===== src/nps_pkg.sv =====
// Package for the next-PC sequencer: register map, field layout,
// reset values and the structs carried between the stages.
// Assumes a single 100 MHz clock domain and an Avalon-MM master.
package nps_pkg;

  // ==========================================================
  // Core widths, step sizes and fixed addresses
  // ==========================================================
  localparam int NPS_XLEN = 32;
  localparam int NPS_GPR_AW = 5;
  localparam int NPS_PHYS_BITS = 32;
  localparam int NPS_FPR_COUNT = 32;
  localparam logic [31:0] NPS_STEP_SHORT = 32'h0000_0002;
  localparam logic [31:0] NPS_STEP_LONG = 32'h0000_0004;
  localparam logic [31:0] NPS_RESET_PC = 32'hbfc0_0000;
  localparam logic [31:0] NPS_EXC_VECTOR = 32'h8000_0180;

  // ==========================================================
  // Register byte offsets
  // ==========================================================
  localparam logic [5:0] NPS_OFF_CTRL = 6'h00;
  localparam logic [5:0] NPS_OFF_STATE = 6'h04;
  localparam logic [5:0] NPS_OFF_PC = 6'h08;
  localparam logic [5:0] NPS_OFF_EPC = 6'h0c;
  localparam logic [5:0] NPS_OFF_EXC = 6'h10;
  localparam logic [5:0] NPS_OFF_PHYS = 6'h14;
  localparam logic [5:0] NPS_OFF_IRQ_STAT = 6'h18;
  localparam logic [5:0] NPS_OFF_IRQ_EN = 6'h1c;
  localparam logic [5:0] NPS_OFF_IRQ_CLR = 6'h20;

  // ==========================================================
  // Field positions and reset values
  // ==========================================================
  localparam int NPS_CTRL_FPR_SEL_BIT = 0;
  localparam int NPS_ST_ISA_BIT = 0;
  localparam int NPS_ST_DS_BIT = 1;
  localparam int NPS_ST_FPR_BIT = 2;
  localparam int NPS_ST_PEND_BIT = 3;
  localparam int NPS_EXC_ARG_POS = 8;
  localparam int NPS_IRQ_EXC_BIT = 0;
  localparam int NPS_IRQ_REDIR_BIT = 1;
  localparam int NPS_IRQ_ISA_BIT = 2;
  localparam int NPS_IRQ_W = 3;
  localparam logic NPS_CTRL_FPR_SEL_RST = 1'b0;
  localparam logic [2:0] NPS_IRQ_EN_RST = 3'h0;

  // ==========================================================
  // Carrier types
  // ==========================================================
  typedef struct packed {
    logic valid;
    logic [NPS_GPR_AW-1:0] addr;
    logic [NPS_XLEN-1:0] data;
  } nps_gpr_wr_t;

  typedef struct packed {
    logic raise;
    logic [4:0] kind;
    logic [23:0] arg;
  } nps_exc_t;

  typedef struct packed {
    logic taken;
    logic [NPS_XLEN-1:0] target;
  } nps_branch_t;

endpackage : nps_pkg


===== src/nps_late_write.sv =====
// Holds one delayed register result for one instruction time.
// Assumes step_in marks the boundary between instruction times.
`timescale 1ns/1ps
module nps_late_write
  import nps_pkg::*;
(
  // Clock and reset
  input wire logic sys_clk_in,
  input wire logic reset_n_in,
  // Instruction boundary and capture
  input wire logic step_in,
  input wire logic drop_in,
  input nps_gpr_wr_t late_in,
  // Write issued in the following instruction time
  output nps_gpr_wr_t late_wr_out
);

  // ==========================================================
  // Capture stage
  // ==========================================================
  nps_gpr_wr_t held_q;

  // Result of instruction I held until the next boundary
  always_ff @(posedge sys_clk_in or negedge reset_n_in) begin
    if (!reset_n_in) begin
      held_q <= '0;
    end else if (step_in) begin
      held_q.valid <= late_in.valid & ~drop_in;
      held_q.addr <= late_in.addr;
      held_q.data <= late_in.data;
    end
  end

  // ==========================================================
  // Issue stage
  // ==========================================================
  // Written together with the next instruction's own effects
  always_ff @(posedge sys_clk_in or negedge reset_n_in) begin
    if (!reset_n_in) begin
      late_wr_out <= '0;
    end else begin
      late_wr_out.valid <= step_in & held_q.valid;
      late_wr_out.addr <= held_q.addr;
      late_wr_out.data <= held_q.data;
    end
  end

endmodule : nps_late_write


===== src/nps_sequencer.sv =====
// Next-PC sequencer: program counter, instruction-set mode,
// delay-slot tracking, exception capture and register access.
// Assumes fetch/decode logic on the same clock gives one step_in
// pulse per instruction time, with its decode inputs valid then.
// Assumes an Avalon-MM master on this clock, one access at a time.
`timescale 1ns/1ps
module nps_sequencer
  import nps_pkg::*;
(
  // Clock and reset
  input wire logic sys_clk_in,
  input wire logic reset_n_in,
  // Decode side, one instruction time per step
  input wire logic step_in,
  input wire logic insn_is_short_in,
  input nps_branch_t branch_in,
  input wire logic link_in,
  input wire logic [NPS_GPR_AW-1:0] link_addr_in,
  input nps_gpr_wr_t late_in,
  input nps_exc_t exc_in,
  // Fetch side
  output logic [NPS_XLEN-1:0] pc_out,
  output logic [NPS_PHYS_BITS-1:0] phys_addr_out,
  output logic insn_set_select_out,
  output logic in_delay_slot_flag_out,
  output logic fpr_width_mode_out,
  // Register file writes
  output nps_gpr_wr_t link_wr_out,
  output nps_gpr_wr_t late_wr_out,
  // Coprocessor restart value
  output logic epc_wr_out,
  output logic [NPS_XLEN-1:0] epc_out,
  // Avalon-MM slave
  input wire logic [5:0] avs_address_in,
  input wire logic avs_read_in,
  input wire logic avs_write_in,
  input wire logic [31:0] avs_writedata_in,
  input wire logic [3:0] avs_byteenable_in,
  output logic [31:0] avs_readdata_out,
  output logic avs_waitrequest_out,
  // Interrupt
  output logic irq_out
);

  // ==========================================================
  // State declarations
  // ==========================================================
  logic [NPS_XLEN-1:0] pc_q;
  logic isa_q;
  logic ds_q;
  logic pend_q;
  logic [NPS_XLEN-1:0] target_q;
  logic [NPS_XLEN-1:0] branch_pc_q;
  logic [NPS_XLEN-1:0] epc_q;
  logic [4:0] exc_kind_q;
  logic [23:0] exc_arg_q;
  logic fpr_width_select_bit_q;
  logic [NPS_IRQ_W-1:0] irq_stat_q;
  logic [NPS_IRQ_W-1:0] irq_en_q;
  logic ack_q;
  logic [31:0] rdata_q;

  logic [NPS_XLEN-1:0] inc_d;
  logic [NPS_XLEN-1:0] seq_pc_d;
  logic [NPS_XLEN-1:0] link_val_d;
  logic [NPS_XLEN-1:0] restart_d;
  logic take_exc;
  logic redirect;
  logic new_branch;
  logic [NPS_IRQ_W-1:0] irq_evt;
  logic bus_req;
  logic wr_fire;
  logic [5:0] wr_addr;
  // Bus decode and read mux
  logic sel_ctrl;
  logic sel_irq_en;
  logic sel_irq_clr;
  logic rd_capture;
  logic [31:0] rdata_d;

  // ==========================================================
  // Next-address arithmetic
  // ==========================================================
  // Size of the instruction at the PC
  assign inc_d = insn_is_short_in ? NPS_STEP_SHORT : NPS_STEP_LONG;
  assign seq_pc_d = pc_q + inc_d;
  // Return point skips branch and its delay slot
  assign link_val_d = seq_pc_d + NPS_STEP_LONG;
  // Slot instructions restart at their branch
  assign restart_d = ds_q ? branch_pc_q : pc_q;

  // Boundary events
  assign take_exc = step_in & exc_in.raise;
  assign redirect = step_in & ~exc_in.raise & pend_q;
  // A branch sitting in a slot is not honoured
  assign new_branch = step_in & ~exc_in.raise & branch_in.taken & ~ds_q;

  // ==========================================================
  // Program counter
  // ==========================================================
  // Exception, delayed target, or plain advance
  always_ff @(posedge sys_clk_in or negedge reset_n_in) begin
    if (!reset_n_in) begin
      pc_q <= NPS_RESET_PC;
    end else if (take_exc) begin
      pc_q <= NPS_EXC_VECTOR;
    end else if (redirect) begin
      pc_q <= {target_q[NPS_XLEN-1:1], 1'b0};
    end else if (step_in) begin
      pc_q <= seq_pc_d;
    end
  end

  // ==========================================================
  // Instruction-set mode
  // ==========================================================
  // Low target bit picks the mode; exceptions enter long mode
  always_ff @(posedge sys_clk_in or negedge reset_n_in) begin
    if (!reset_n_in) begin
      isa_q <= 1'b0;
    end else if (take_exc) begin
      isa_q <= 1'b0;
    end else if (redirect) begin
      isa_q <= target_q[0];
    end
  end

  // ==========================================================
  // Branch pending and delay-slot flag
  // ==========================================================
  // Target waits one instruction time for the slot
  always_ff @(posedge sys_clk_in or negedge reset_n_in) begin
    if (!reset_n_in) begin
      pend_q <= 1'b0;
      target_q <= '0;
      branch_pc_q <= '0;
    end else if (take_exc) begin
      pend_q <= 1'b0;
    end else if (new_branch) begin
      pend_q <= 1'b1;
      target_q <= branch_in.target;
      branch_pc_q <= pc_q;
    end else if (redirect) begin
      pend_q <= 1'b0;
    end
  end

  // Set only for the instruction that follows a taken branch
  always_ff @(posedge sys_clk_in or negedge reset_n_in) begin
    if (!reset_n_in) begin
      ds_q <= 1'b0;
    end else if (step_in) begin
      ds_q <= new_branch;
    end
  end

  // ==========================================================
  // Exception capture
  // ==========================================================
  // Restart value is upper PC bits joined with the mode
  always_ff @(posedge sys_clk_in or negedge reset_n_in) begin
    if (!reset_n_in) begin
      epc_q <= '0;
      exc_kind_q <= '0;
      exc_arg_q <= '0;
    end else if (take_exc) begin
      epc_q <= {restart_d[NPS_XLEN-1:1], isa_q};
      exc_kind_q <= exc_in.kind;
      exc_arg_q <= exc_in.arg;
    end
  end

  // Coprocessor write strobe in the raising instruction time
  always_ff @(posedge sys_clk_in or negedge reset_n_in) begin
    if (!reset_n_in) begin
      epc_wr_out <= 1'b0;
    end else begin
      epc_wr_out <= take_exc;
    end
  end

  // ==========================================================
  // Link write
  // ==========================================================
  // Suppressed when the same instruction raises an exception
  always_ff @(posedge sys_clk_in or negedge reset_n_in) begin
    if (!reset_n_in) begin
      link_wr_out <= '0;
    end else begin
      link_wr_out.valid <= step_in & link_in & ~exc_in.raise;
      link_wr_out.addr <= link_addr_in;
      link_wr_out.data <= {link_val_d[NPS_XLEN-1:1], isa_q};
    end
  end

  // ==========================================================
  // Delayed results
  // ==========================================================
  // Own-time and next-time writes leave on separate ports
  nps_late_write u_late (
    .sys_clk_in(sys_clk_in),
    .reset_n_in(reset_n_in),
    .step_in(step_in),
    .drop_in(exc_in.raise),
    .late_in(late_in),
    .late_wr_out(late_wr_out)
  );

  // ==========================================================
  // Plain outputs
  // ==========================================================
  assign pc_out = pc_q;
  // Address limited to the implemented physical width
  assign phys_addr_out = pc_q[NPS_PHYS_BITS-1:0];
  assign insn_set_select_out = isa_q;
  assign in_delay_slot_flag_out = ds_q;
  assign fpr_width_mode_out = fpr_width_select_bit_q;
  assign epc_out = epc_q;

  // ==========================================================
  // Avalon-MM slave
  // ==========================================================
  // One wait cycle, then the answer
  assign bus_req = avs_read_in | avs_write_in;
  assign avs_waitrequest_out = bus_req & ~ack_q;
  assign wr_fire = avs_write_in & ack_q & avs_byteenable_in[0];
  assign wr_addr = {avs_address_in[5:2], 2'b00};
  assign avs_readdata_out = rdata_q;

  // Register selects shared by the write paths
  assign sel_ctrl = (wr_addr == NPS_OFF_CTRL);
  assign sel_irq_en = (wr_addr == NPS_OFF_IRQ_EN);
  assign sel_irq_clr = (wr_addr == NPS_OFF_IRQ_CLR);
  // Read data is latched in the waiting cycle
  assign rd_capture = avs_read_in & ~ack_q;

  // Acknowledge toggles once per request
  always_ff @(posedge sys_clk_in or negedge reset_n_in) begin
    if (!reset_n_in) begin
      ack_q <= 1'b0;
    end else begin
      ack_q <= bus_req & ~ack_q;
    end
  end

  // ==========================================================
  // Register read path
  // ==========================================================
  // Read mux over the register map; unmapped words read zero
  always_comb begin
    rdata_d = '0;
    if (wr_addr == NPS_OFF_CTRL) begin
      rdata_d[NPS_CTRL_FPR_SEL_BIT] = fpr_width_select_bit_q;
    end else if (wr_addr == NPS_OFF_STATE) begin
      rdata_d[NPS_ST_ISA_BIT] = isa_q;
      rdata_d[NPS_ST_DS_BIT] = ds_q;
      rdata_d[NPS_ST_FPR_BIT] = fpr_width_select_bit_q;
      rdata_d[NPS_ST_PEND_BIT] = pend_q;
    end else if (wr_addr == NPS_OFF_PC) begin
      rdata_d = pc_q;
    end else if (wr_addr == NPS_OFF_EPC) begin
      rdata_d = epc_q;
    end else if (wr_addr == NPS_OFF_EXC) begin
      rdata_d[4:0] = exc_kind_q;
      rdata_d[NPS_EXC_ARG_POS+:24] = exc_arg_q;
    end else if (wr_addr == NPS_OFF_PHYS) begin
      rdata_d = 32'(NPS_PHYS_BITS);
    end else if (wr_addr == NPS_OFF_IRQ_STAT) begin
      rdata_d[NPS_IRQ_W-1:0] = irq_stat_q;
    end else if (wr_addr == NPS_OFF_IRQ_EN) begin
      rdata_d[NPS_IRQ_W-1:0] = irq_en_q;
    end
  end

  // Held from the waiting cycle to the completing edge
  always_ff @(posedge sys_clk_in or negedge reset_n_in) begin
    if (!reset_n_in) begin
      rdata_q <= '0;
    end else if (rd_capture) begin
      rdata_q <= rdata_d;
    end
  end

  // Control register holding the FPR width select bit
  always_ff @(posedge sys_clk_in or negedge reset_n_in) begin
    if (!reset_n_in) begin
      fpr_width_select_bit_q <= NPS_CTRL_FPR_SEL_RST;
    end else if (wr_fire && sel_ctrl) begin
      fpr_width_select_bit_q <= avs_writedata_in[NPS_CTRL_FPR_SEL_BIT];
    end
  end

  // ==========================================================
  // Interrupt status, enable and clear
  // ==========================================================
  // Events that set the sticky status bits
  assign irq_evt[NPS_IRQ_EXC_BIT] = take_exc;
  assign irq_evt[NPS_IRQ_REDIR_BIT] = redirect;
  assign irq_evt[NPS_IRQ_ISA_BIT] = redirect & (target_q[0] != isa_q);

  // Enable mask
  always_ff @(posedge sys_clk_in or negedge reset_n_in) begin
    if (!reset_n_in) begin
      irq_en_q <= NPS_IRQ_EN_RST;
    end else if (wr_fire && sel_irq_en) begin
      irq_en_q <= avs_writedata_in[NPS_IRQ_W-1:0];
    end
  end

  // Sticky bits; a new event beats a clear in the same cycle
  genvar gi;
  generate
    for (gi = 0; gi < NPS_IRQ_W; gi++) begin : g_irq
      always_ff @(posedge sys_clk_in or negedge reset_n_in) begin
        if (!reset_n_in) begin
          irq_stat_q[gi] <= 1'b0;
        end else if (irq_evt[gi]) begin
          irq_stat_q[gi] <= 1'b1;
        end else if (wr_fire && sel_irq_clr &&
                     avs_writedata_in[gi]) begin
          irq_stat_q[gi] <= 1'b0;
        end
      end
    end
  endgenerate

  // Level output while any enabled bit stands
  assign irq_out = |(irq_stat_q & irq_en_q);

endmodule : nps_sequencer


===== config.mk =====
export PLATFORM = sky130hd
export DESIGN_NAME = nps_sequencer
export DESIGN_NICKNAME = d
export VERILOG_FILES = /design/src/nps_pkg.sv /design/src/nps_late_write.sv /design/src/nps_sequencer.sv
export SDC_FILE = /design/constraint.sdc
export NUM_CORES = 1
export LEC_CHECK = 0
export ABC_CLOCK_PERIOD_IN_PS = 3600
export BUFFER_PORTS_ARGS = -buffer_cell sky130_fd_sc_hd__buf_2
export CAP_MARGIN = 20
export CORE_MARGIN = 1.5
export CORE_UTILIZATION = 53
export CTS_CLUSTER_DIAMETER = 40
export DETAILED_ROUTE_END_ITERATION = 12
export PLACE_DENSITY = 0.77
export SLEW_MARGIN = 20
export SYNTH_ARGS = -nofsm -noshare
export SYNTH_HDL_FRONTEND = slang
export SYNTH_SLANG_ARGS = --single-unit

===== constraint.sdc =====
create_clock -name sys_clk_in -period 3.6 [get_ports sys_clk_in]
set_clock_uncertainty 0.05 [all_clocks]
set_input_delay 0.18 -clock sys_clk_in [delete_from_list [all_inputs] [get_ports sys_clk_in]]
set_output_delay 0.18 -clock sys_clk_in [all_outputs]
set_load 0.1 [all_outputs]

### Word-level counts from Yosys, hierarchy flattened

Cells that the tools add are included.
Widths: inputs -> output; s select.

* add/subtract/negate cells: 2
* equal/unequal tests: 9
* mux-type cells: 29
* bitwise logic cells: 20
* reduce and logical (&&, ||, !) cells: 15

Operator list (number)
* $mux 32: 6
* $add 32x3->32: 1
* $add 32x3->32 const B: 1
* $mux 31: 1
* $mux 28: 1
* $mux 24: 1
* $eq 4x3->1 const B: 4
* $mux 3: 5
* $and 1x1->1: 14
* $mux 1: 13
* $eq 4x2->1 const B: 2
* $reduce_bool 2->1: 4
* $logic_and 1x1->1: 6
* $logic_not 6->1: 1
* $reduce_bool 3->1: 2
* $mux 5: 1
* $eq 4x1->1 const B: 1
* $eq 4x4->1 const B: 1
* $mux 4: 1
* $not 1->1: 4
* $and 3x3->3: 1
* $reduce_or 3->1: 1
* $reduce_and 2->1: 1
* $ne 1x1->1: 1
* $or 1x1->1: 1

* bits in registers: 315
* input port bits: 155
* output and inout bits: 210
* logic and storage cells: 101

### Longest topological paths before layout

Gate-level depths: netlist of the first run.

* depth after elaboration: 9
* depth in mapped cells: 11
* mapped depth without buffers: 10

### Cells and area by module

A second synthesis of the first run with hierarchy kept.

* cell total of the unflattened synthesis: 1205
* area total of the unflattened synthesis: 13915.8 µm²

By module, submodules not included
* nps_sequencer: instances 1, cells an instance 1084, area an instance 11529.8 µm², seq. area each 5941.9 µm²
* nps_late_write: instances 1, cells an instance 121, area an instance 2386.0 µm², seq. area each 1901.8 µm²

### Least setup slack after synthesis of the first run

No wires, ideal clock.

* kind: reg2reg
* from: reg pc_q[1], in the netlist pc_out[1]
* to: reg link_wr_out[31] in the netlist's numbering
* setup time: 0.127 ns
* arrival time: 3.877 ns
* data required time: 3.423 ns
* path slack: -0.454 ns
* cell stages (with the launch flop): 12
* path buffers: 1
* clock period less this slack: 4.054 ns
* cells stage by stage: dfrtp_1 -> ha_1 -> inv_1 -> fa_1 -> or2b_4 -> or4_1 -> buf_2 -> or4_4 -> a32o_2 -> nor4b_2 -> nand4_1 -> xnor2_1

* word-level cells in the longest chain between the ends: 2

Ends and longest elaborated chain
* from (decl): line nps_sequencer.sv:48 `logic [NPS_XLEN-1:0] pc_q;`
* from (signal assigned): line nps_sequencer.sv:108 `pc_q <= {target_q[NPS_XLEN-1:1], 1'b0};`
* from (signal assigned): line nps_sequencer.sv:110 `pc_q <= seq_pc_d;`
* $add 32x3->32: line nps_sequencer.sv:86 `assign seq_pc_d = pc_q + inc_d;`
* $add 32x3->32: line nps_sequencer.sv:88 `assign link_val_d = seq_pc_d + NPS_STEP_LONG;`
* via link_val_d[31]: line nps_sequencer.sv:65 `logic [NPS_XLEN-1:0] link_val_d;`
* to (decl): line nps_sequencer.sv:28 `output nps_gpr_wr_t link_wr_out,`

The timed path passes the listed nets, and every way through them passes these cells.
A chain may end at the register's enable or synchronous reset.

### Final worst setup path of the first run

* from: reg pc_q[1], in the netlist pc_out[1]
* to: reg link_wr_out[23] in the netlist's numbering

The elaborated chain is that of the path after synthesis.

==> impl_metrics.py, run 1 <==
metrics = {
    "outcome": {
        "status": "complete, no violations",
    },
    "routing": {
        "drt_wl_total_mm": 38.7,
        "dr.pass1.iters": 6,
        "wl_per_cell_um": 19.8,
        "dr_total_vias": 11081,
        "drtIter0Drc": 974,
        "drcViolationCount": 0,
        "via_per_inst": 5.67,
        "drtAntennaViolNets": 0,
    },
    "floorplan": {
        "core-area_um2": 25900,
        "core.rowCount": 59,
        "die_area_um2": 27200,
        "start_util_pct": 53.6,
        "die_w_um": 165,
        "die_y_um": 165,
        "pin_count": 365,
    },
    "global_route": {
        "antenna_found_initial": 0,
        "grt_pass1_vias": 11065,
        "grt_pass1_wl_mm": 59.6,
        "overflow": 0,
        "grt_max_degree": 101,
        "grt_usage_pct": 28.3,
    },
    "clocking": {
        "cts_buffer_depth": 3,
        "cts-root-buf": "clkbuf_16",
        "insertion_delay_ns": 0.52,
        "cts_buffers": 42,
        "postCtsHoldBufs": 114,
        "clk_pin_slew_worst_paths_ns": 0.06,
        "postCtsSetupRepairBufs": 0,
        "ctsResizeCount": 0,
        "cts_tree": "yes",
        "cts_sinks": 313,
        "ctsHtreeMaxLevel": 2,
    },
    "placed_design": {
        "dp_hpwl_mm": 25.9,
        "io_buffers": 328,
        "place_congestion": 0.934,
        "place_ws_ns": 0.227,
    },
    "timing": {
        "setup_violations": 0,
        "fin_ws_ns": 0.198,
        "hold_violations": 0,
        "max_freq_ghz": 0.294,
        "tightest_slew_ns": 0.934,
        "fin_crit_sh_pct": 94.5,
        "maxSlewHeadroom_pct": 37.7,
        "rsz0062_at_grt": "no",
        "maxSlewViolCount": 0,
        "tns_ns": 0,
        "fin_crit_ns": 3.40,
    },
    "setup_path": {
        "timing.rr.end": "link_wr_out[23]",
        "critPathArrivalTime_ns": 3.79,
        "crit_end": "link_wr_out[23]",
        "path_max_fanout": 7,
        "r2r-start": "pc_out[1]",
        "crit_start": "pc_out[1]",
        "reg2reg_depth": 11,
        "reg2reg_slack_ns": 0.20,
        "cp.required_ns": 3.99,
        "cp-start-kind": "flip-flop",
        "worstSetupEndpointType": "flip-flop",
        "crit_type": "reg2reg",
    },
    "finish": {
        "drive_above_1_share_pct": 38.3,
        "layout_commonest_cell": "buf_2",
        "area_delta_synth_final_pct": 31.4,
        "fillers": 1848,
        "multi_input_area_um2": 5350,
        "antennaDiodeCount": 0,
        "seqCellArea_um2": 7850,
        "layout_common_cells": "buf_2 (327), dfrtp_1 (300), mux2_2 (136), nand2_1 (119), dlygate4sd3_1 (114)",
        "fin_nets": 1746,
    },
    "pwr": {
        "switching_share_pct": 37.6,
        "power.density_nw_per_um2": 635,
        "p_sw_uw": 4360,
        "combPwrFrac_pct": 26.8,
        "ir_drop_v": 0.000540,
        "clockPowerShare_pct": 36.1,
        "seqPwrFrac_pct": 37.1,
        "p_int_uw": 7220,
        "p_leak_uw": 0.00846,
    },
    "yosys": {
        "yosysUniqueCellTypes": 72,
        "synth_cells": 1182,
        "synthArstFlopShare_pct": 100,
        "synth_enable_flop_cells": 0,
        "seq_area_frac_synth_pct": 56.5,
        "ys_ff_latch": 313,
        "netlist_area_um2": 13900,
        "synth_flop_cell": "dfrtp_1",
        "ys_warn_count": 0,
        "avgSynthCellArea_um2": 11.7,
    },
    "job": {
        "cap_violations": 0,
    },
    "hold_path": {
        "min_path_type": "in2reg",
    },
}
## worst max-delay path, cell delays in order, from the launching register on
cell and delay, ns:
dfrtp_4 0.46, ha_4 0.16, inv_1 0.05, fa_1 0.40, or2b_4 0.30, or4_1 0.48
buf_4 0.19, nor3_1 0.18, a311oi_1 0.08, nor3_1 0.48, nor3b_1 0.33, xnor2_1 0.16
## Yosys cell counts (3+ instances only)
master     instances  area share, %
clkbuf_1          63            1.7
o22ai_1            3           0.14
a32o_1             3           0.22
ha_1               3           0.27
xnor2_1           35            2.2
or4_4              3           0.24
o2bb2ai_1          4           0.25
a21oi_1           31            1.1
nand3b_1           3           0.16
o31ai_1            3           0.16
mux2i_1           39            2.8
nand3_1           18           0.65
a222oi_1          26            1.9
dfrtp_1          304             55
and3_1             9           0.41
o21ai_0          107            3.9
nor2_1            32           0.87
buf_2              9           0.32
mux2_2           136             11
nor3b_1            5           0.27
nor4_1            12           0.54
a21o_1             3           0.16
and2_1             3           0.14
nor4_2             5           0.45
buf_4             34            1.8
or3_1              3           0.14
nor3_1            22           0.79
buf_6              5           0.41
dfstp_2            9            1.7
clkbuf_8           4           0.40
nand4_1           13           0.59
a22oi_1            7           0.38
a211oi_1           4           0.22
xor2_1            15           0.95
nand2b_1           6           0.27
nor2b_1            5           0.23
buf_1              8           0.22
a22o_1            11           0.69
a221oi_1           3           0.19
nand2_1          120            3.2
inv_1             14           0.38
nand4b_1           3           0.19
## power groups by stage
stage | clock, uW | sequential (uW) | combinational [uW]
floorplan | 0 | 5650 | 1050
global placement | 0 | 4320 | 2960
detailed placement | 0 | 4350 | 2990
CTS | 4250 | 4290 | 3100
global route | 4400 | 4350 | 3240
finish | 4180 | 4300 | 3100
## metrics by stage
step | std cells | util, % | power (uW) | hold WS, ns | instance area (um2)
after floorplan | 1183 | - | 6710 | -0.166 | 13900
after CTS | 1955 | 70.4 | 11600 | 0.103 | 18200
after detailed placement | 1764 | 60.4 | 7340 | 0.183 | 15700
final | 1955 | 70.4 | 11600 | 0.118 | 18200
after global routing | 1955 | 70.4 | 12000 | 0.146 | 18200
after global placement | 1764 | 60.4 | 7280 | 0.180 | 15700
## area by class of cell
| type | count | area share (%) |
|---|---|---|
| sequential | 313 | 43.0 |
| multi-input combinational | 733 | 29.3 |
| timing repair buffer | 483 | 17.1 |
| clock buffer | 51 | 6.34 |
| tap | 335 | 2.30 |
| clock inverter | 26 | 1.62 |
| inverter | 14 | 0.288 |
## state kept, by name (all words and copies together), names as in the netlist
| name | cells |
|---|---|
| link_wr_out | 38 |
| u_late.held_q | 38 |
| u_late.late_wr_out | 38 |
| avs_readdata_out | 32 |
| epc_out | 32 |
| target_q | 32 |
| branch_pc_q | 31 |
| pc_out | 31 |
| exc_arg_q | 24 |
| exc_kind_q | 5 |
| irq_en_q | 3 |
| irq_stat_q | 3 |
| ack_q | 1 |
| epc_wr_out | 1 |
| fpr_width_mode_out | 1 |
| in_delay_slot_flag_out | 1 |
| insn_set_select_out | 1 |
| pend_q | 1 |
## routing by layer
metal  up-vias  track usage, %  part of all wire [%]
met5         -               0                     0
met4         0            9.54                   2.8
met3        65            6.38                   7.9
met2       537            46.7                    48
met1      5466            36.9                    42
li1       5013               -                     -
## cells by family after synthesis
group | share of synthesized area, %
AOI/OAI and AO/OA | 10.2
and+or+nand+nor | 10.6
xor gates and xnor gates | 3.15
other | 0.0270
adders and majority gates | 0.415
muxes | 13.8
DFF | 56.5
buffers and inverters | 5.26
## worst min-delay path by stage
stage | from | end | slack (ns) | cells past startpoint
after floorplan | reset_n_in | ack_q | -0.17 | 0
after global placement | reset_n_in | u_late.late_wr_out[26] | 0.18 | 1
after detailed placement | reset_n_in | u_late.late_wr_out[26] | 0.18 | 1
after CTS | avs_address_in[3] | avs_readdata_out[2] | 0.10 | 3
after global routing | avs_address_in[3] | avs_readdata_out[2] | 0.15 | 3
final | avs_address_in[3] | avs_readdata_out[2] | 0.12 | 3
No activity file was read; power rests on OpenSTA's default activity.
==> run 2: changes to the inputs <==
--- a/config.mk
+++ b/config.mk
@@ -12,8 +12,10 @@
 export CORE_UTILIZATION = 53
 export CTS_CLUSTER_DIAMETER = 40
 export DETAILED_ROUTE_END_ITERATION = 12
+export MAX_ROUTING_LAYER = met4
 export PLACE_DENSITY = 0.77
 export SLEW_MARGIN = 20
 export SYNTH_ARGS = -nofsm -noshare
 export SYNTH_HDL_FRONTEND = slang
+export SYNTH_HIERARCHICAL = 1
 export SYNTH_SLANG_ARGS = --single-unit
==> run 2 against run 1 <==
Cell count rose by 1.2%; synthesized area rose by 0.23%; utilization increased by 0.58 points; count of clock-buffer cells in the layout rose by 6; sequential power about the same; die area up 0.23%; critical endpoint is now link_wr_out[31]; synthesized cell count is 1.9% higher; total power up 3.3%; register-to-register slack worse by 0.03 ns; sequential share of layout area is 0.36 points lower; cell area up 0.82%; maximum frequency fell by 0.93%.
==> impl_metrics.py, run 2 <==
metrics = {
    "outcome": {
        "status": "complete, no violations",
    },
    "placed_design": {
        "dp_hpwl_mm": 26.2,
        "place_congestion": 0.934,
        "place_ws_ns": 0.238,
        "io_buffers": 328,
    },
    "global_route": {
        "busiest_layer": "met2",
        "grt_util_met1_pct": 39.2,
        "grt_max_degree": 110,
        "overflow": 0,
        "use_met2_pct": 51.6,
        "grt_usage_pct": 31.6,
        "grt_pass1_wl_mm": 63.7,
        "use_met3_pct": 6.15,
        "grt_pass1_vias": 11732,
        "antenna_found_initial": 1,
    },
    "yosys": {
        "ys_ff_latch": 313,
        "synth_common_cells": "dfrtp_1 (304), mux2_2 (136), nand2_1 (124)",
        "yosysUniqueCellTypes": 76,
        "ys_warn_count": 6,
        "synth_xor_area_share_pct": 3.20,
        "synthArstFlopShare_pct": 100,
        "synth_top_family_by_area": "multiplexers",
        "synth_flop_cell": "dfrtp_1",
        "netlist_area_um2": 13900,
        "synth_enable_flop_cells": 0,
        "synthAdderAreaFrac_pct": 0.414,
        "synth_compound_area_share_pct": 10.1,
        "avgSynthCellArea_um2": 11.5,
        "seq_area_frac_synth_pct": 56.4,
        "yosysMostFrequentCell": "dfrtp_1",
        "synth_cells": 1205,
        "yosys.area_share.simple_pct": 10.5,
        "yosys-top-cells-area": "dfrtp_1 (55%), mux2_2 (11%), o21ai_0 (3.8%)",
        "synth_area_leader_cell": "dfrtp_1",
        "synthMuxAreaShare_pct": 14.1,
        "synth_top_cell_area_share_pct": 54.7,
    },
    "pwr": {
        "p_total_uw": 12000,
        "ir_drop_v": 0.000514,
        "p_leak_uw": 0.00849,
        "power.density_nw_per_um2": 650,
    },
    "timing": {
        "maxSlewHeadroom_pct": 43.3,
        "setup_violations": 0,
        "fin_ws_ns": 0.166,
        "max_freq_ghz": 0.291,
        "fin_crit_sh_pct": 95.4,
        "fin_crit_ns": 3.43,
        "maxSlewViolCount": 0,
        "hold_violations": 0,
        "worst_hold_slack_ns": 0.0622,
        "tightest_slew_ns": 0.851,
        "rsz0062_at_grt": "no",
        "tns_ns": 0,
    },
    "routing": {
        "dr_total_vias": 11274,
        "drt_wl_total_mm": 41.5,
        "drtAntennaViolNets": 0,
        "drtIter0Drc": 1065,
        "wl_per_cell_um": 21.0,
        "via_per_inst": 5.70,
        "drcViolationCount": 0,
        "dr.pass1.iters": 7,
    },
    "clocking": {
        "cts_buffers": 45,
        "cts_buffer_depth": 3,
        "insertion_delay_ns": 0.53,
        "ctsHtreeMaxLevel": 2,
        "clk_pin_slew_worst_paths_ns": 0.06,
        "cts_tree": "yes",
        "cts_sinks": 313,
        "cts-root-buf": "clkbuf_16",
        "postCtsSetupRepairBufs": 0,
    },
    "finish": {
        "fillers": 1783,
        "layout_commonest_cell": "buf_2",
        "fin_nets": 1765,
        "layout_common_cells": "buf_2 (327), dfrtp_1 (300), mux2_2 (136), nand2_1 (123), dlygate4sd3_1 (115)",
        "reg_top3": "link_wr_out x38, u_late/held_q x38, u_late/late_wr_out x38",
        "area_delta_synth_final_pct": 32.2,
        "drive_above_1_share_pct": 37.4,
    },
    "floorplan": {
        "die_w_um": 165,
        "core.rowCount": 59,
        "start_util_pct": 53.7,
        "die_area_um2": 27200,
        "core-area_um2": 25900,
        "pin_count": 365,
        "die_y_um": 165,
    },
    "setup_path": {
        "critPathArrivalTime_ns": 3.79,
        "crit_type": "reg2reg",
        "path_max_fanout": 9,
        "worstSetupEndpointType": "flip-flop",
        "cp-start-kind": "flip-flop",
        "cp.required_ns": 3.96,
    },
    "job": {
        "cap_violations": 0,
    },
    "hold_path": {
        "min_path_type": "in2reg",
    },
}
## run 2: changes by cell type after synthesis, sizes merged, moves of 5 or more
cell   delta
nor3      +6
nand3     +5
and3      -5
nor4      -8
nor2     +11
a22o      -5
## run 2: final timing paths
kind | end | slack (ns) | cells past startpoint | start
setup / recovery | link_wr_out[31] | 0.17 | 10 | pc_out[1]
setup reg to reg | link_wr_out[31] | 0.17 | 10 | pc_out[1]
hold / removal | insn_set_select_out | 0.06 | 4 | exc_in[29]
min in group asynchronous | avs_readdata_out[19] | 0.24 | 2 | reset_n_in
max in group asynchronous | pc_out[22] | 2.32 | 3 | reset_n_in
hold reg to reg | u_late/late_wr_out[30] | 0.32 | 0 | u_late/held_q[30]
## run 2: repair_timing
action,CTS,global route
hold buffers,115,0
endpoints found under the hold margin,216,0
resized for setup,0,2
endpoints found under the setup margin,0,5
## run 2: kinds of logic after synthesis
group,after synthesis
AO/OA/AOI/OAI,221
buffers and inverters,145
other,1
adder cells (fa/ha/maj),4
flip-flops,313
multiplexers,179
XOR/XNOR,50
AND/OR/NAND/NOR,292
## run 2: stage by stage
step	instance area, um2	cells	utilization [%]
floorplan	13900	1206	-
global placement	15700	1779	60.4
detailed placement	15700	1779	60.4
CTS	18400	1977	71.0
global route	18400	1978	71.0
finish	18400	1978	71.0
## run 2: area by class of cell
type,count,area (um2),area share (%)
flip-flops and latches,313,7850,42.7
well taps,335,419,2.28
clock inverters,26,309,1.68
diodes,1,2.50,0.0136
multi-input cells,748,5370,29.2
inverters,18,67.6,0.367
repair buffers,480,3120,16.9
clock buffers,57,1260,6.87
## run 2: worst max-delay path, cell delays in order (launching register included)
cell and delay, ns:
dfrtp_2 0.44, ha_1 0.24, inv_1 0.07, fa_1 0.51, nand3b_4 0.26, nor4_1 0.46
o2111ai_1 0.22, a21boi_0 0.37, and4_1 0.37, nand4_1 0.15, xnor2_1 0.16
## run 2: report_power, final
group / internal [uW] / switching (uW) / leakage [uW]
clock: 2870 / 1660 / 0.000766
combinational: 690 / 2420 / 0.00381
sequential: 3960 / 359 / 0.00391
total: 7530 / 4430 / 0.00849
## run 2: per-layer routing
layer,share of wire (%),vias to the layer above
met5,0,-
met1,40,5603
met2,49,512
li1,-,5053
met4,2.9,0
met3,7.5,106
==> run 3: changes to the inputs <==
--- a/config.mk
+++ b/config.mk
@@ -8,7 +8,7 @@
 export ABC_CLOCK_PERIOD_IN_PS = 3600
 export BUFFER_PORTS_ARGS = -buffer_cell sky130_fd_sc_hd__buf_2
 export CAP_MARGIN = 20
-export CORE_MARGIN = 1.5
+export CORE_MARGIN = 2
 export CORE_UTILIZATION = 53
 export CTS_CLUSTER_DIAMETER = 40
 export DETAILED_ROUTE_END_ITERATION = 12
@@ -17,5 +17,4 @@
 export SLEW_MARGIN = 20
 export SYNTH_ARGS = -nofsm -noshare
 export SYNTH_HDL_FRONTEND = slang
-export SYNTH_HIERARCHICAL = 1
 export SYNTH_SLANG_ARGS = --single-unit
==> run 3 against run 2 <==
Cell count fell by 0.71%; count of clock-buffer cells in the layout did not move; sequential share of layout area rose by 0.29 points; register-to-register slack improved by 0.03 ns; clock power fell by 7.7%; via count fell by 0.18%; non-clock buffer count rose by 9; combinational power barely moved; sequential power barely moved; first-iteration DRC count fell by 18%; hold slack improved by 0.074 ns; total power fell by 3.0%; critical path type unchanged; critical endpoint unchanged; largest cell class unchanged.
==> impl_metrics.py, run 3 (same netlist as run 1, synthesis figures left out) <==
metrics = {
    "hold_path": {
        "hold_depth": 3,
        "min_path_type": "in2reg",
        "min_from": "avs_address_in[3]",
        "min_to": "avs_readdata_out[2]",
    },
    "finish": {
        "finish.instance_area_um2": 18300,
        "fin_nets": 1753,
        "area_delta_synth_final_pct": 31.7,
        "drive_above_1_share_pct": 38.2,
        "utilization_pct": 70.6,
        "reg_top3": "link_wr_out x38, u_late.held_q x38, u_late.late_wr_out x38",
        "layout_commonest_cell": "buf_2",
        "layout_common_cells": "buf_2 (327), dfrtp_1 (300), mux2_2 (136), nand2_1 (119), dlygate4sd3_1 (114)",
    },
    "setup_path": {
        "worstSetupEndpointType": "flip-flop",
        "cp_cell_sequence": "ha_4, inv_1, fa_1, or2b_4, or4_1, or4_4, a32o_2, nor4b_2, nand4_1, xnor2_1",
        "worst_path_largest_cell_delay_ns": 0.52,
        "critPathArrivalTime_ns": 3.76,
        "r2r-start": "pc_out[1]",
        "crit_type": "reg2reg",
        "reg2reg_depth": 10,
        "cp.required_ns": 3.95,
        "timing.rr.end": "link_wr_out[31]",
        "crit_start": "pc_out[1]",
        "slowest_stage": "or4_4",
        "path_max_fanout": 7,
        "reg2reg_slack_ns": 0.20,
        "cp-start-kind": "flip-flop",
    },
    "clocking": {
        "ctsHtreeMaxLevel": 2,
        "cts_buffers": 43,
        "cts_buffer_depth": 3,
        "cts-root-buf": "clkbuf_16",
        "cts_sinks": 313,
        "clk_pin_slew_worst_paths_ns": 0.06,
        "insertion_delay_ns": 0.52,
        "cts_tree": "yes",
        "ctsResizeCount": 0,
    },
    "placed_design": {
        "place_area_um2": 15700,
        "place_ws_ns": 0.232,
        "place_congestion": 0.917,
        "io_buffers": 328,
        "dp_hpwl_mm": 26.4,
    },
    "routing": {
        "wl_per_cell_um": 20.5,
        "drtIter0Drc": 871,
        "drtAntennaViolNets": 0,
        "highest_layer": "met4",
        "via_per_inst": 5.73,
        "wl_met3_mm": 2.75,
        "dr.pass1.iters": 7,
        "drcViolationCount": 0,
        "wl_met2_mm": 19.2,
        "dr_total_vias": 11254,
        "met1_length_mm": 17.0,
        "drt_wl_total_mm": 40.3,
    },
    "pwr": {
        "p_leak_uw": 0.00847,
        "power.density_nw_per_um2": 635,
        "ir_drop_v": 0.000488,
    },
    "floorplan": {
        "core.rowCount": 59,
        "pin_count": 365,
        "die_w_um": 166,
        "start_util_pct": 53.6,
        "core-area_um2": 25900,
        "die_y_um": 166,
        "die_area_um2": 27500,
    },
    "job": {
        "cap_violations": 0,
    },
    "global_route": {
        "grt_usage_pct": 30.1,
        "grt_pass1_wl_mm": 64.5,
        "grt_max_degree": 81,
        "grt_pass1_vias": 11801,
        "overflow": 0,
        "antenna_found_initial": 1,
    },
    "timing": {
        "tns_ns": 0,
        "maxSlewHeadroom_pct": 38.3,
        "fin_crit_sh_pct": 94.5,
        "hold_violations": 0,
        "maxSlewViolCount": 0,
        "fin_crit_ns": 3.40,
        "setup_violations": 0,
        "rsz0062_at_grt": "no",
        "fin_ws_ns": 0.198,
        "max_freq_ghz": 0.294,
        "tightest_slew_ns": 0.925,
    },
    "outcome": {
        "status": "complete, no violations",
    },
}
run 3: critical path, delay by kind of cell, from the launching register on:
kind | cells | cell delay (ns)
adder cells (fa/ha/maj) | 2 | 0.56
XOR/XNOR | 1 | 0.15
flip-flops | 1 | 0.45
AND/OR/NAND/NOR | 5 | 1.71
AO/OA/AOI/OAI | 1 | 0.31
buffers and inverters | 1 | 0.05
run 3: worst max path at each step:
| stage | end |
|---|---|
| after floorplan | link_wr_out[31] |
| after detailed placement | link_wr_out[31] |
| after global routing | link_wr_out[26] |
| after global placement | link_wr_out[31] |
| after CTS | link_wr_out[31] |
| final | link_wr_out[31] |
run 3: what timing repair did:
action                    in CTS  in global routing
hold buffers                 114                  0
hold endpoints to repair     186                  0
setup buffers                  0                  0
run 3: metrics by stage:
step	total power, uW	std cells	hold WS, ns
2_1_floorplan	6710	1183	-0.166
3_3_place_gp	7290	1770	0.141
3_5_place_dp	7350	1770	0.146
4_1_cts	11600	1963	0.108
5_1_grt	12000	1964	0.162
6_report	11600	1964	0.136
run 3: area by class of cell:
type | instances | area [um2]
flip-flops and latches | 313 | 7850
fillers | 1834 | 7630
multi-input cells | 733 | 5350
repair buffers | 489 | 3170
clock buffers | 57 | 1200
well taps | 335 | 419
clock inverters | 22 | 236
inverters | 14 | 52.6
diodes | 1 | 2.50
run 3: report_power, final:
| part | switching (uW) | internal [uW] | total, uW |
|---|---|---|---|
| registers | 324 | 3960 | 4290 |
| logic | 2430 | 701 | 3130 |
| clock network | 1590 | 2600 | 4180 |
run 3: per-layer routing:
layer | vias to the layer above | global-route usage (%)
met3 | 96 | 5.41
met5 | - | -
met2 | 551 | 48.0
met4 | 0 | 11.2
li1 | 5031 | -
met1 | 5576 | 39.0
